[src/verilog/mlr_consts.svh]
// Offsets, field positions, reset values and cycle counts of the instruction execution block.
`ifndef MLR_CONSTS_SVH
`define MLR_CONSTS_SVH

`define OFF_BANK        8'h00
`define OFF_PAGE        8'h04
`define OFF_ACC         8'h08
`define OFF_OPTION      8'h0C
`define OFF_PTR0        8'h10
`define OFF_PTR1        8'h14
`define OFF_PC          8'h18
`define OFF_IRQCTL      8'h1C
`define OFF_PWRCTL      8'h20

`define GIE_BIT         7
`define SRF_BIT         2

`define RST_BANK        5'h00
`define RST_PAGE        7'h00
`define RST_ACC         8'h00
`define RST_OPTION      8'hFF
`define RST_PTR         16'h0000
`define RST_PC          15'h0000
`define RST_IRQCTL      8'h00
`define RST_PWRCTL      8'h04

`define IND_FILE0       7'h00
`define IND_FILE1       7'h01

`define RET_CYCLES      2

`define RESP_OKAY       2'h0
`define RESP_SLVERR     2'h2

`endif

[src/verilog/exec_pkg.sv]
// Types shared by the instruction execution block.
package exec_pkg;

    typedef enum logic [3:0] {
        OP_NOP         = 4'h0,
        OP_LOAD_BANK   = 4'h1,
        OP_LOAD_PAGE   = 4'h2,
        OP_LOAD_ACC    = 4'h3,
        OP_STORE_FILE  = 4'h4,
        OP_STORE_IND   = 4'h5,
        OP_LOAD_OPTION = 4'h6,
        OP_SOFT_RESET  = 4'h7,
        OP_RETURN_IRQ  = 4'h8,
        OP_RETURN      = 4'h9
    } op_e;

    typedef enum logic [1:0] {
        MODE_PRE_INC  = 2'h0,
        MODE_PRE_DEC  = 2'h1,
        MODE_POST_INC = 2'h2,
        MODE_POST_DEC = 2'h3
    } ptr_mode_e;

    typedef enum logic [1:0] {
        ST_EXEC  = 2'h1,
        ST_FLUSH = 2'h2
    } exec_state_e;

endpackage

[src/verilog/move_load_return_instr_exec.sv]
// Executes literal loads, accumulator stores, configuration load, soft reset and returns.
// Contract
// - Bank load copies literal into bank select.
// - Page load writes latch, flags untouched.
// - Accumulator literal load, flags untouched.
// - Accumulator store to file, one cycle.
// - Indirect store writes through selected pointer.
// - Mode field selects pre/post increment/decrement.
// - Pointer ends plus one, minus one, unchanged.
// - Relative form adds signed offset, pointer kept.
// - Sixteen-bit pointer wraps at both ends.
// - Pointer updates leave status flags alone.
// - Indirect port is no storage; redirects.
// - Configuration load copies accumulator, flags untouched.
// - Soft reset resets device, flags occurrence.
// - Interrupt return pops stack, sets enable.
// - Subroutine return pops stack into counter.
`timescale 1ns/1ps
`default_nettype none
`include "mlr_consts.svh"
module move_load_return_instr_exec #(
    parameter int PC_W = 15
) (
    input  wire logic            aclk,
    input  wire logic            aresetn,
    input  wire logic            clk_en,
    input  wire logic [7:0]      awaddr,
    input  wire logic            awvalid,
    output logic                 awready,
    input  wire logic [31:0]     wdata,
    input  wire logic [3:0]      wstrb,
    input  wire logic            wvalid,
    output logic                 wready,
    output logic [1:0]           bresp,
    output logic                 bvalid,
    input  wire logic            bready,
    input  wire logic [7:0]      araddr,
    input  wire logic            arvalid,
    output logic                 arready,
    output logic [31:0]          rdata,
    output logic [1:0]           rresp,
    output logic                 rvalid,
    input  wire logic            rready,
    input  wire logic            instr_valid,
    input  wire logic [3:0]      instr_op,
    input  wire logic [7:0]      instr_operand,
    input  wire logic            instr_ptr_sel,
    input  wire logic [1:0]      pointer_update_mode,
    input  wire logic            instr_relative,
    input  wire logic [5:0]      instr_offset,
    output logic                 instr_ready,
    input  wire logic [PC_W-1:0] stack_top,
    output logic                 stack_pop,
    output logic [PC_W-1:0]      pc,
    output logic                 rf_we,
    output logic [15:0]          rf_addr,
    output logic [7:0]           rf_wdata,
    output logic [4:0]           bank_select,
    output logic [6:0]           program_counter_high_latch,
    output logic [7:0]           option_cfg,
    output logic [7:0]           irq_control_register,
    output logic [7:0]           power_control_register,
    output logic                 soft_reset_req
);
    exec_pkg::exec_state_e state;
    logic [7:0]  acc;
    logic [15:0] indirect_pointer [0:1];
    logic [15:0] sel_ptr;
    logic [15:0] ind_ea;
    logic [15:0] ind_next;
    logic        fire;
    logic        soft_fire;
    logic        aw_full;
    logic        w_full;
    logic [7:0]  aw_addr_q;
    logic [31:0] w_data_q;
    logic [3:0]  w_strb_q;
    logic        wr_commit;
    logic        wr_hit;
    logic [7:0]  wr_off;
    logic [31:0] rd_data;
    logic        rd_hit;

    function automatic logic [7:0] lane0(input logic [7:0] old, input logic [31:0] d, input logic [3:0] s);
        lane0 = s[0] ? d[7:0] : old;
    endfunction

    function automatic logic [15:0] lane01(input logic [15:0] old, input logic [31:0] d, input logic [3:0] s);
        lane01 = {s[1] ? d[15:8] : old[15:8], s[0] ? d[7:0] : old[7:0]};
    endfunction

    assign fire      = clk_en && instr_valid && instr_ready;
    assign soft_fire = fire && (instr_op == exec_pkg::OP_SOFT_RESET);
    assign sel_ptr   = indirect_pointer[instr_ptr_sel];
    assign wr_commit = clk_en && aw_full && w_full && !bvalid;
    assign wr_off    = {aw_addr_q[7:2], 2'b00};

    ptr_addr_unit u_ptr (
        .ptr                 (sel_ptr),
        .pointer_update_mode (pointer_update_mode),
        .relative            (instr_relative),
        .offset              (instr_offset),
        .eff_addr            (ind_ea),
        .next_ptr            (ind_next)
    );

    // Sequencing: program counter, return flush and stack pop.
    always_ff @(posedge aclk) begin
        if (!aresetn) begin
            state          <= exec_pkg::ST_EXEC;
            pc             <= `RST_PC;
            instr_ready    <= 1'b1;
            stack_pop      <= 1'b0;
            soft_reset_req <= 1'b0;
        end else if (clk_en) begin
            stack_pop      <= 1'b0;
            soft_reset_req <= 1'b0;
            unique case (state)
                exec_pkg::ST_EXEC: begin
                    if (soft_fire) begin
                        pc             <= `RST_PC;
                        soft_reset_req <= 1'b1;
                    end else if (fire && (instr_op == exec_pkg::OP_RETURN_IRQ ||
                                          instr_op == exec_pkg::OP_RETURN)) begin
                        pc          <= stack_top;
                        stack_pop   <= 1'b1;
                        state       <= exec_pkg::ST_FLUSH;
                        instr_ready <= 1'b0;
                    end else if (fire) begin
                        pc <= pc + PC_W'(1);
                    end
                end
                exec_pkg::ST_FLUSH: begin
                    // Second cycle of a return discards the already fetched word.
                    state       <= exec_pkg::ST_EXEC;
                    instr_ready <= 1'b1;
                end
                default: begin
                    state       <= exec_pkg::ST_EXEC;
                    instr_ready <= 1'b1;
                end
            endcase
        end
    end

    // Core data registers; an executing instruction takes priority over a bus write.
    always_ff @(posedge aclk) begin
        if (!aresetn || (soft_fire && state == exec_pkg::ST_EXEC)) begin
            bank_select                <= `RST_BANK;
            program_counter_high_latch <= `RST_PAGE;
            acc                        <= `RST_ACC;
            option_cfg                 <= `RST_OPTION;
            irq_control_register       <= `RST_IRQCTL;
        end else if (clk_en) begin
            if (wr_commit) begin
                unique case (wr_off)
                    `OFF_BANK:   bank_select <= 5'(lane0({3'h0, bank_select}, w_data_q, w_strb_q));
                    `OFF_PAGE:   program_counter_high_latch <= 7'(lane0({1'b0, program_counter_high_latch},
                                                                        w_data_q, w_strb_q));
                    `OFF_ACC:    acc <= lane0(acc, w_data_q, w_strb_q);
                    `OFF_OPTION: option_cfg <= lane0(option_cfg, w_data_q, w_strb_q);
                    `OFF_IRQCTL: irq_control_register <= lane0(irq_control_register, w_data_q, w_strb_q);
                    default: begin
                    end
                endcase
            end
            if (fire) begin
                unique case (instr_op)
                    exec_pkg::OP_LOAD_BANK:   bank_select <= instr_operand[4:0];
                    exec_pkg::OP_LOAD_PAGE:   program_counter_high_latch <= instr_operand[6:0];
                    exec_pkg::OP_LOAD_ACC:    acc <= instr_operand;
                    exec_pkg::OP_LOAD_OPTION: option_cfg <= acc;
                    exec_pkg::OP_RETURN_IRQ:  irq_control_register[`GIE_BIT] <= 1'b1;
                    default: begin
                    end
                endcase
            end
        end
    end

    // Data register file write port.
    always_ff @(posedge aclk) begin
        if (!aresetn) begin
            rf_we    <= 1'b0;
            rf_addr  <= 16'h0000;
            rf_wdata <= 8'h00;
        end else if (clk_en) begin
            rf_we <= 1'b0;
            if (fire && instr_op == exec_pkg::OP_STORE_FILE) begin
                rf_we    <= 1'b1;
                rf_wdata <= acc;
                if (instr_operand[6:0] == `IND_FILE0 || instr_operand[6:0] == `IND_FILE1) begin
                    rf_addr <= indirect_pointer[instr_operand[0]];
                end else begin
                    rf_addr <= {4'h0, bank_select, instr_operand[6:0]};
                end
            end else if (fire && instr_op == exec_pkg::OP_STORE_IND) begin
                rf_we    <= 1'b1;
                rf_wdata <= acc;
                rf_addr  <= ind_ea;
            end
        end
    end

    // Indirect pointers; no status flag is touched by their updates.
    genvar gi;
    generate
        for (gi = 0; gi < 2; gi = gi + 1) begin : g_ptr
            always_ff @(posedge aclk) begin
                if (!aresetn || (soft_fire && state == exec_pkg::ST_EXEC)) begin
                    indirect_pointer[gi] <= `RST_PTR;
                end else if (clk_en) begin
                    if (fire && instr_op == exec_pkg::OP_STORE_IND && instr_ptr_sel == 1'(gi)) begin
                        indirect_pointer[gi] <= ind_next;
                    end else if (wr_commit && wr_off == (gi == 0 ? `OFF_PTR0 : `OFF_PTR1)) begin
                        indirect_pointer[gi] <= lane01(indirect_pointer[gi], w_data_q, w_strb_q);
                    end
                end
            end
        end
    endgenerate

    // Soft reset flag reads 0 after a soft reset; the event wins over a bus write.
    always_ff @(posedge aclk) begin
        if (!aresetn) begin
            power_control_register <= `RST_PWRCTL;
        end else if (clk_en) begin
            if (soft_fire) begin
                power_control_register[`SRF_BIT] <= 1'b0;
            end else if (wr_commit && wr_off == `OFF_PWRCTL) begin
                power_control_register <= lane0(power_control_register, w_data_q, w_strb_q);
            end
        end
    end

    always_comb begin
        wr_hit = 1'b1;
        unique case (wr_off)
            `OFF_BANK, `OFF_PAGE, `OFF_ACC, `OFF_OPTION, `OFF_PTR0, `OFF_PTR1, `OFF_IRQCTL, `OFF_PWRCTL: wr_hit = 1'b1;
            default: wr_hit = 1'b0;
        endcase
    end

    always_comb begin
        rd_data = 32'h0000_0000;
        rd_hit  = 1'b1;
        unique case ({araddr[7:2], 2'b00})
            `OFF_BANK:   rd_data = {27'h0, bank_select};
            `OFF_PAGE:   rd_data = {25'h0, program_counter_high_latch};
            `OFF_ACC:    rd_data = {24'h0, acc};
            `OFF_OPTION: rd_data = {24'h0, option_cfg};
            `OFF_PTR0:   rd_data = {16'h0, indirect_pointer[0]};
            `OFF_PTR1:   rd_data = {16'h0, indirect_pointer[1]};
            `OFF_PC:     rd_data = {{(32 - PC_W){1'b0}}, pc};
            `OFF_IRQCTL: rd_data = {24'h0, irq_control_register};
            `OFF_PWRCTL: rd_data = {24'h0, power_control_register};
            default:     rd_hit = 1'b0;
        endcase
    end

    // Write channel: address and data are held independently, answered together.
    always_ff @(posedge aclk) begin
        if (!aresetn) begin
            awready   <= 1'b1;
            wready    <= 1'b1;
            aw_full   <= 1'b0;
            w_full    <= 1'b0;
            aw_addr_q <= 8'h00;
            w_data_q  <= 32'h0000_0000;
            w_strb_q  <= 4'h0;
            bvalid    <= 1'b0;
            bresp     <= `RESP_OKAY;
        end else if (clk_en) begin
            if (awvalid && awready) begin
                aw_full   <= 1'b1;
                awready   <= 1'b0;
                aw_addr_q <= awaddr;
            end
            if (wvalid && wready) begin
                w_full   <= 1'b1;
                wready   <= 1'b0;
                w_data_q <= wdata;
                w_strb_q <= wstrb;
            end
            if (wr_commit) begin
                bvalid <= 1'b1;
                bresp  <= wr_hit ? `RESP_OKAY : `RESP_SLVERR;
            end
            if (bvalid && bready) begin
                bvalid  <= 1'b0;
                aw_full <= 1'b0;
                w_full  <= 1'b0;
                awready <= 1'b1;
                wready  <= 1'b1;
            end
        end
    end

    // Read channel.
    always_ff @(posedge aclk) begin
        if (!aresetn) begin
            arready <= 1'b1;
            rvalid  <= 1'b0;
            rdata   <= 32'h0000_0000;
            rresp   <= `RESP_OKAY;
        end else if (clk_en) begin
            if (arvalid && arready) begin
                arready <= 1'b0;
                rvalid  <= 1'b1;
                rdata   <= rd_data;
                rresp   <= rd_hit ? `RESP_OKAY : `RESP_SLVERR;
            end else if (rvalid && rready) begin
                rvalid  <= 1'b0;
                arready <= 1'b1;
            end
        end
    end
endmodule
`default_nettype wire

[src/verilog/ptr_addr_unit.sv]
// Effective address and pointer update for the indirect store.
`timescale 1ns/1ps
`default_nettype none
module ptr_addr_unit (
    input  wire logic [15:0] ptr,
    input  wire logic [1:0]  pointer_update_mode,
    input  wire logic        relative,
    input  wire logic [5:0]  offset,
    output logic      [15:0] eff_addr,
    output logic      [15:0] next_ptr
);
    logic [15:0] plus_one;
    logic [15:0] minus_one;
    logic [15:0] offset_ext;

    // Plain 16-bit arithmetic wraps at both ends of the pointer range.
    assign plus_one   = ptr + 16'h0001;
    assign minus_one  = ptr - 16'h0001;
    assign offset_ext = {{10{offset[5]}}, offset};

    always_comb begin
        eff_addr = ptr;
        next_ptr = ptr;
        if (relative) begin
            eff_addr = ptr + offset_ext;
        end else begin
            unique case (pointer_update_mode)
                exec_pkg::MODE_PRE_INC: begin
                    eff_addr = plus_one;
                    next_ptr = plus_one;
                end
                exec_pkg::MODE_PRE_DEC: begin
                    eff_addr = minus_one;
                    next_ptr = minus_one;
                end
                exec_pkg::MODE_POST_INC: begin
                    next_ptr = plus_one;
                end
                exec_pkg::MODE_POST_DEC: begin
                    next_ptr = minus_one;
                end
            endcase
        end
    end
endmodule
`default_nettype wire

[config.mk]
export PLATFORM = sky130hd
export DESIGN_NAME = move_load_return_instr_exec
export DESIGN_NICKNAME = d
export VERILOG_FILES = /design/src/verilog/exec_pkg.sv /design/src/verilog/move_load_return_instr_exec.sv /design/src/verilog/ptr_addr_unit.sv
export VERILOG_INCLUDE_DIRS = /design/src /design/src/verilog
export SDC_FILE = /design/constraint.sdc
export NUM_CORES = 1
export LEC_CHECK = 0
export ABC_AREA = 1
export BUFFER_PORTS_ARGS = -buffer_cell sky130_fd_sc_hd__buf_2
export CORE_UTILIZATION = 25
export CTS_CLUSTER_DIAMETER = 80
export DETAILED_ROUTE_END_ITERATION = 7
export SLEW_MARGIN = 10
export SYNTH_ARGS = -nofsm -noshare
export SYNTH_HDL_FRONTEND = slang
export SYNTH_SLANG_ARGS = --single-unit
[constraint.sdc]
create_clock -name aclk -period 4 [get_ports aclk]
set_input_delay 0.2 -clock aclk [delete_from_list [all_inputs] [get_ports aclk]]
set_output_delay 0.2 -clock aclk [all_outputs]
set_load 0.01 [all_outputs]
==> flow_metrics.tcl, run 1 <==
set metrics [dict create \
    status "finished clean" \
    reg2reg_setup_slack_ps 1230 \
    gr-usage-met1 0.277 \
    cts_setup_buffers 0 \
    drc_errors 0 \
    nets 1922 \
    worstMarginPinSlew_ps 920 \
    crit_path_end_kind "register" \
    path_cells "nor2_1, nand2_1, nor3_1, nand2_1, nor2_1, a21oi_1" \
    dp_slack_ps 892 \
    synth-edff-count 32 \
    finClkSkew_ps 13.8 \
    die_x_um 212 \
    max_freq_mhz 361 \
    critPathMaxFanout 11 \
    whs_path_depth 4 \
    postSynthAreaPerCell_sq_um 6.61 \
    cpLargestDelayFamily "simple AND/OR/NAND/NOR gates" \
    synth.largest_area_cell "dfxtp_1" \
    fillers 4740 \
    synthDistinctLibCells 50 \
    clkSinkCount 169 \
    numCtsBuffers 17 \
    clk_path_buf_depth 2 \
    dp.final_hpwl_um 36100 \
    fin_setup_tns_ps 0 \
    power.density_nw_per_um2 325 \
    antenna_left 0 \
    die_h_um 212 \
    ys_ff_latch 169 \
    r2r_end "indirect_pointer[1][11]$_SDFFCE_PN0P_" \
    min_to "wready$_SDFFE_PN1P_" \
    cts_tree "yes" \
    synth_flop_cell "dfxtp_1" \
    cts_repair_resize_count 0 \
    grt_pass1_vias 11000 \
    clk_latency_ps 440 \
    met2_usage 0.301 \
    ys_top_cells_by_area "dfxtp_1, nand2_1, edfxtp_1, a21oi_1, o21ai_0" \
    pwr-share-comb 0.171 \
    yosysTopAreaCellShare 0.249 \
    io_pins 218 \
    power_leakage_nw 5.64 \
    fp.coreArea_sq_um 43300 \
    critPathKind "register to register" \
    clkPwrFrac 0.391 \
    rsz0062_at_grt "no" \
    first_pass_iters 6 \
    use_met3 0.0552 \
    overflow 0 \
    grt-busiest-layer "met2" \
    hold_class "primary input to register" \
    relSlewSlack 0.384 \
    min_from "wvalid" \
    start_kind "register" \
    cp_data_arrival_time_ps 2840 \
    fin_ws_ps 1230 \
    wl_per_cell_um 19.2 \
    dr.first_iter.drc_count 1240 \
    die_area_sq_um 45000 \
    worst_path_max_delay_cell "nor2_1" \
    maxCapViolations 0 \
    period_needed_ps 2770 \
    ir_drop_mv 0.267 \
    grt_pass1_wl_um 67400 \
    yosysWarnings 0 \
    power_frac_seq 0.438 \
    num_rows 76 \
    grt_usage 0.200 \
    syn_to_final_growth_pct 16.9 \
    intPower_mw 2.87 \
    worstPathRequired_ps 4070 \
    swShare 0.315 \
    num_vias 12200 \
    seq_area_frac_synth 0.336 \
    grt_max_degree 49 \
    gp_congestion 0.958 \
    h-tree-depth 4 \
    port_buffers 177 \
    period_share 0.692 \
    start_util 0.255 \
    postCtsHoldBufs 0 \
    antenna_cells 0 \
    final_layout_size_suffix_gt1_frac 0.156 \
    r2r_cells 6 \
    synth_area_sq_um 11000 \
    syn_inst 1668 \
    path_buf_inv 0 \
    cpPeakStageDelay_ps 660 \
    vias_per_cell 5.08 \
    wl_um 46100 \
    cts_root_buffer "clkbuf_16" \
    drv_slew 0 \
    antenna_found_initial 2 \
    clk_pin_slew_ps 60 \
    p_sw_mw 1.32 \
    r2r_start "aw_addr_q[6]$_SDFFE_PN0P_" \
    synth-async-reset-ratio 0 \
    hold_viol_final 0 \
    setup_violations 0 \
]
layout by cell type, fill, tap and decap left out, types with 3 or more instances in the layout:
master     count
dfxtp_1      137
o211ai_1      35
clkbuf_16     17
conb_1        18
nand3b_1       6
nand2_2       27
o221ai_1      24
inv_1        179
nand3_1       88
a211oi_1       6
o21ai_1       19
xnor2_1        3
o2111ai_1      6
nor3_1         5
xor2_1        16
nand2_1      400
o31ai_1        4
inv_2          8
a21oi_1      182
o21ai_0      150
a21o_1         5
ha_1          18
a31oi_1        5
inv_6          5
nor2_1       148
nand2_4        5
o22ai_1       27
nor2_2        13
buf_2        177
nor2_4         3
buf_4         12
edfxtp_1      32
nand4_1       10
inv_8          3
metal layers:
layer / part of all wire / routed length (um)
met4: 0.020 / 910
met2: 0.43 / 19900
met3: 0.10 / 4810
met1: 0.44 / 20500
met5: 0.00061 / 28
how the worst max path moves through the flow:
stage                                         start                                     to  slack (ps)  cells after the start
final                     aw_addr_q[6]$_SDFFE_PN0P_  indirect_pointer[1][11]$_SDFFCE_PN0P_        1230                      6
after global routing                  instr_ptr_sel               rf_addr[11]$_SDFFE_PN0P_        1050                     16
after CTS                 aw_addr_q[6]$_SDFFE_PN0P_  indirect_pointer[1][11]$_SDFFCE_PN0P_        1240                      6
after detailed placement              instr_ptr_sel               rf_addr[11]$_SDFFE_PN0P_         890                     16
after global placement                instr_ptr_sel      indirect_pointer[0][12]$_DFFE_PP_         950                     13
after floorplan                       instr_ptr_sel               rf_addr[14]$_SDFFE_PN0P_        1770                     18
cell usage after synthesis, types with 8 or more instances:
| cell | n |
|---|---|
| nand2_1 | 400 |
| edfxtp_1 | 32 |
| nand3_1 | 88 |
| a21oi_1 | 182 |
| nor2_2 | 13 |
| nor2_1 | 148 |
| o22ai_1 | 27 |
| o21ai_0 | 150 |
| clkbuf_1 | 44 |
| ha_1 | 18 |
| buf_2 | 16 |
| o21ai_1 | 19 |
| nand4_1 | 10 |
| inv_1 | 179 |
| xor2_1 | 16 |
| dfxtp_1 | 137 |
| nand2_2 | 27 |
| inv_2 | 8 |
| buf_4 | 20 |
| o211ai_1 | 35 |
| o221ai_1 | 24 |
layout make-up:
type / count / area (sq um) / area share
clock buffers: 19 / 433 / 0.0336
multi-input cells: 1240 / 6210 / 0.481
inverters: 188 / 711 / 0.0551
flip-flops and latches: 169 / 3700 / 0.287
well taps: 585 / 732 / 0.0567
clock inverters: 13 / 136 / 0.0106
repair buffers: 189 / 976 / 0.0756
cells by family after synthesis:
logic type	Yosys count	share of synthesized area
AND/OR/NAND/NOR	713	0.278
AO/OA/AOI/OAI	471	0.242
buffers and inverters	276	0.107
flip-flops	169	0.336
XOR/XNOR	19	0.0151
adder cells (fa/ha/maj)	19	0.0222
other	1	0.000340
power by group through the flow:
stage | Combinational [mW] | Sequential, mW | Clock [mW]
floorplan | 0.463 | 1.86 | 0
global placement | 0.701 | 1.87 | 0
detailed placement | 0.704 | 1.87 | 0
CTS | 0.707 | 1.83 | 1.67
global route | 0.789 | 1.84 | 1.74
finish | 0.717 | 1.83 | 1.64
sequential cells by signal (all words and copies together) (netlist names), 15 cells and up:
register	cells
w_data_q	16
indirect_pointer	32
rf_addr	16
pc	15
rdata	16
worst reg2reg max path, cell delays in order (launching register included):
cell and delay, ps:
dfxtp_1 310, nor2_1 200, nand2_1 160, nor3_1 340, nand2_1 270, nor2_1 660, a21oi_1 470
through the flow:
| step | area [sq um] | util | instances | hold WS, ps | total power [mW] |
|---|---|---|---|---|---|
| after detailed placement | 12300 | 0.285 | 2371 | 437 | 2.57 |
| after global routing | 12900 | 0.298 | 2403 | 45.8 | 4.37 |
| after CTS | 12900 | 0.298 | 2403 | 34.5 | 4.21 |
| final | 12900 | 0.298 | 2403 | 56.1 | 4.19 |
| after global placement | 12300 | 0.285 | 2371 | 434 | 2.57 |
| after floorplan | 11100 | - | 1685 | 359 | 2.32 |
Power figures use the tool's default switching activity.
==> run 2, diff against run 1 <==
Clock period 4 ns to 2.8 ns, I/O delays scaled along.
==> run 2 against run 1 <==
Compared with the run above:
- non-clock buffer count is 23 higher
- clock power is 41% higher
- largest cell class unchanged
- largest power group unchanged
- critical path depth is 2 higher
- critical path type unchanged
- sequential share of layout area is 0.47 points lower
- design area is 1.7% higher
==> flow_metrics.tcl, run 2 (synthesized netlist as in run 1, its figures left out) <==
set metrics [dict create \
    drc_errors 0 \
    power.density_nw_per_um2 457 \
    die_h_um 212 \
    rsz0062_at_grt "no" \
    clk_pin_slew_ps 70 \
    cts_root_buffer "clkbuf_16" \
    h-tree-depth 4 \
    layout_commonest_cell "nand2_1" \
    worstPathRequired_ps 2870 \
    die_area_sq_um 45000 \
    first_pass_iters 6 \
    period_needed_ps 2620 \
    largest-register "indirect_pointer" \
    fin_setup_tns_ps 0 \
    port_buffers 177 \
    numCtsBuffers 17 \
    status "finished clean" \
    final_layout_size_suffix_gt1_frac 0.162 \
    critPathKind "register to register" \
    holdWs_ps 2.40 \
    power_leakage_nw 5.74 \
    hold_class "primary input to register" \
    maxCapViolations 0 \
    antenna_found_initial 3 \
    critPathMaxFanout 8 \
    grt_max_degree 49 \
    period_share 0.937 \
    worstMarginPinSlew_ps 1250 \
    relSlewSlack 0.160 \
    nets 1945 \
    clk_path_buf_depth 2 \
    hold_viol_final 0 \
    grt_pass1_wl_um 68200 \
    fp.coreArea_sq_um 43300 \
    dp.final_hpwl_um 36500 \
    syn_to_final_growth_pct 18.9 \
    fin_util 0.303 \
    mostFrequentLayoutCells "nand2_1, a21oi_1, inv_1" \
    overflow 0 \
    antenna_cells 0 \
    setup_violations 0 \
    gp_congestion 0.968 \
    die_x_um 212 \
    finClkSkew_ps 14.9 \
    fillers 4812 \
    dr.first_iter.drc_count 1525 \
    max_freq_mhz 381 \
    vias_per_cell 5.04 \
    antenna_left 0 \
    start_util 0.255 \
    crit_path_end_kind "register" \
    largest_reg_flops 32 \
    cts_tree "yes" \
    grt_pass1_vias 11300 \
    io_pins 218 \
    grt_usage 0.201 \
    wl_um 46000 \
    start_kind "register" \
    ir_drop_mv 0.397 \
    num_vias 12200 \
    wl_per_cell_um 19.0 \
    clk_latency_ps 440 \
    drv_slew 0 \
    cp_data_arrival_time_ps 2690 \
    num_rows 76 \
    clkSinkCount 169 \
]
## run 2: cell types whose count changed in the layout (fill, tap and decap cells not counted), moves of 3 or more
cell	previous run	this run
inv_8	3	6
buf_4	12	24
dlygate4sd3_1	0	10
clkinvlp_4	2	5
## run 2: worst max-delay path: stages, from the launching register on
cell,delay (ps)
dfxtp_1,310
nor2_1,210
nand2_1,160
nor3_1,380
nand2_1,130
buf_4,170
nand2_1,80
nor2_1,60
a21oi_1,730
## run 2: area by class of cell
cell class	instances	area (sq um)	share of cell area
inverters	188	711	0.0542
clock buffers	17	425	0.0324
well taps	585	732	0.0558
flip-flops and latches	169	3700	0.282
multi-input cells	1240	6210	0.474
repair buffers	212	1190	0.0904
clock inverters	15	148	0.0113
## run 2: worst paths after layout
| kind | from | depth (start not counted) | slack, ps | endpoint |
|---|---|---|---|---|
| hold / removal | wdata[13] | 3 | 2 | w_data_q[13]$_SDFFE_PN0P_ |
| setup / recovery | aw_addr_q[6]$_SDFFE_PN0P_ | 8 | 180 | indirect_pointer[1][12]$_SDFFCE_PN0P_ |
| setup reg to reg | aw_addr_q[6]$_SDFFE_PN0P_ | 8 | 180 | indirect_pointer[1][12]$_SDFFCE_PN0P_ |
| hold reg to reg | aw_addr_q[6]$_SDFFE_PN0P_ | 2 | 450 | aw_addr_q[6]$_SDFFE_PN0P_ |
## run 2: power by group
| part | switching [mW] | internal [mW] |
|---|---|---|
| clock | 1.13 | 1.18 |
| combinational | 0.742 | 0.317 |
| sequential | 0.0686 | 2.55 |
## run 2: per-layer routing
metal  GRT usage  wire [um]  vias to the layer above
met1       0.279      20700                     5732
met5           0         25                        -
met4      0.0502        790                        4
met3      0.0492       4530                       58
met2       0.308      19900                      558
li1            -          -                     5871
## run 2: metrics by stage
stage          power (mW)  cell area, sq um  std cells  setup WS, ps
6_report             6.00             13100       2426           177
5_1_grt              6.23             13100       2426          27.9
4_1_cts              6.00             13100       2426           229
3_5_place_dp         3.70             12400       2384          43.6
3_3_place_gp         3.70             12400       2384           124
2_1_floorplan        3.32             11100       1685           630
## run 2: what timing repair did
item,CTS,global route
hold endpoints to repair,10,0
setup buffers,0,0
endpoints found under the setup margin,0,2
hold buffers,10,0
resized for setup,0,1
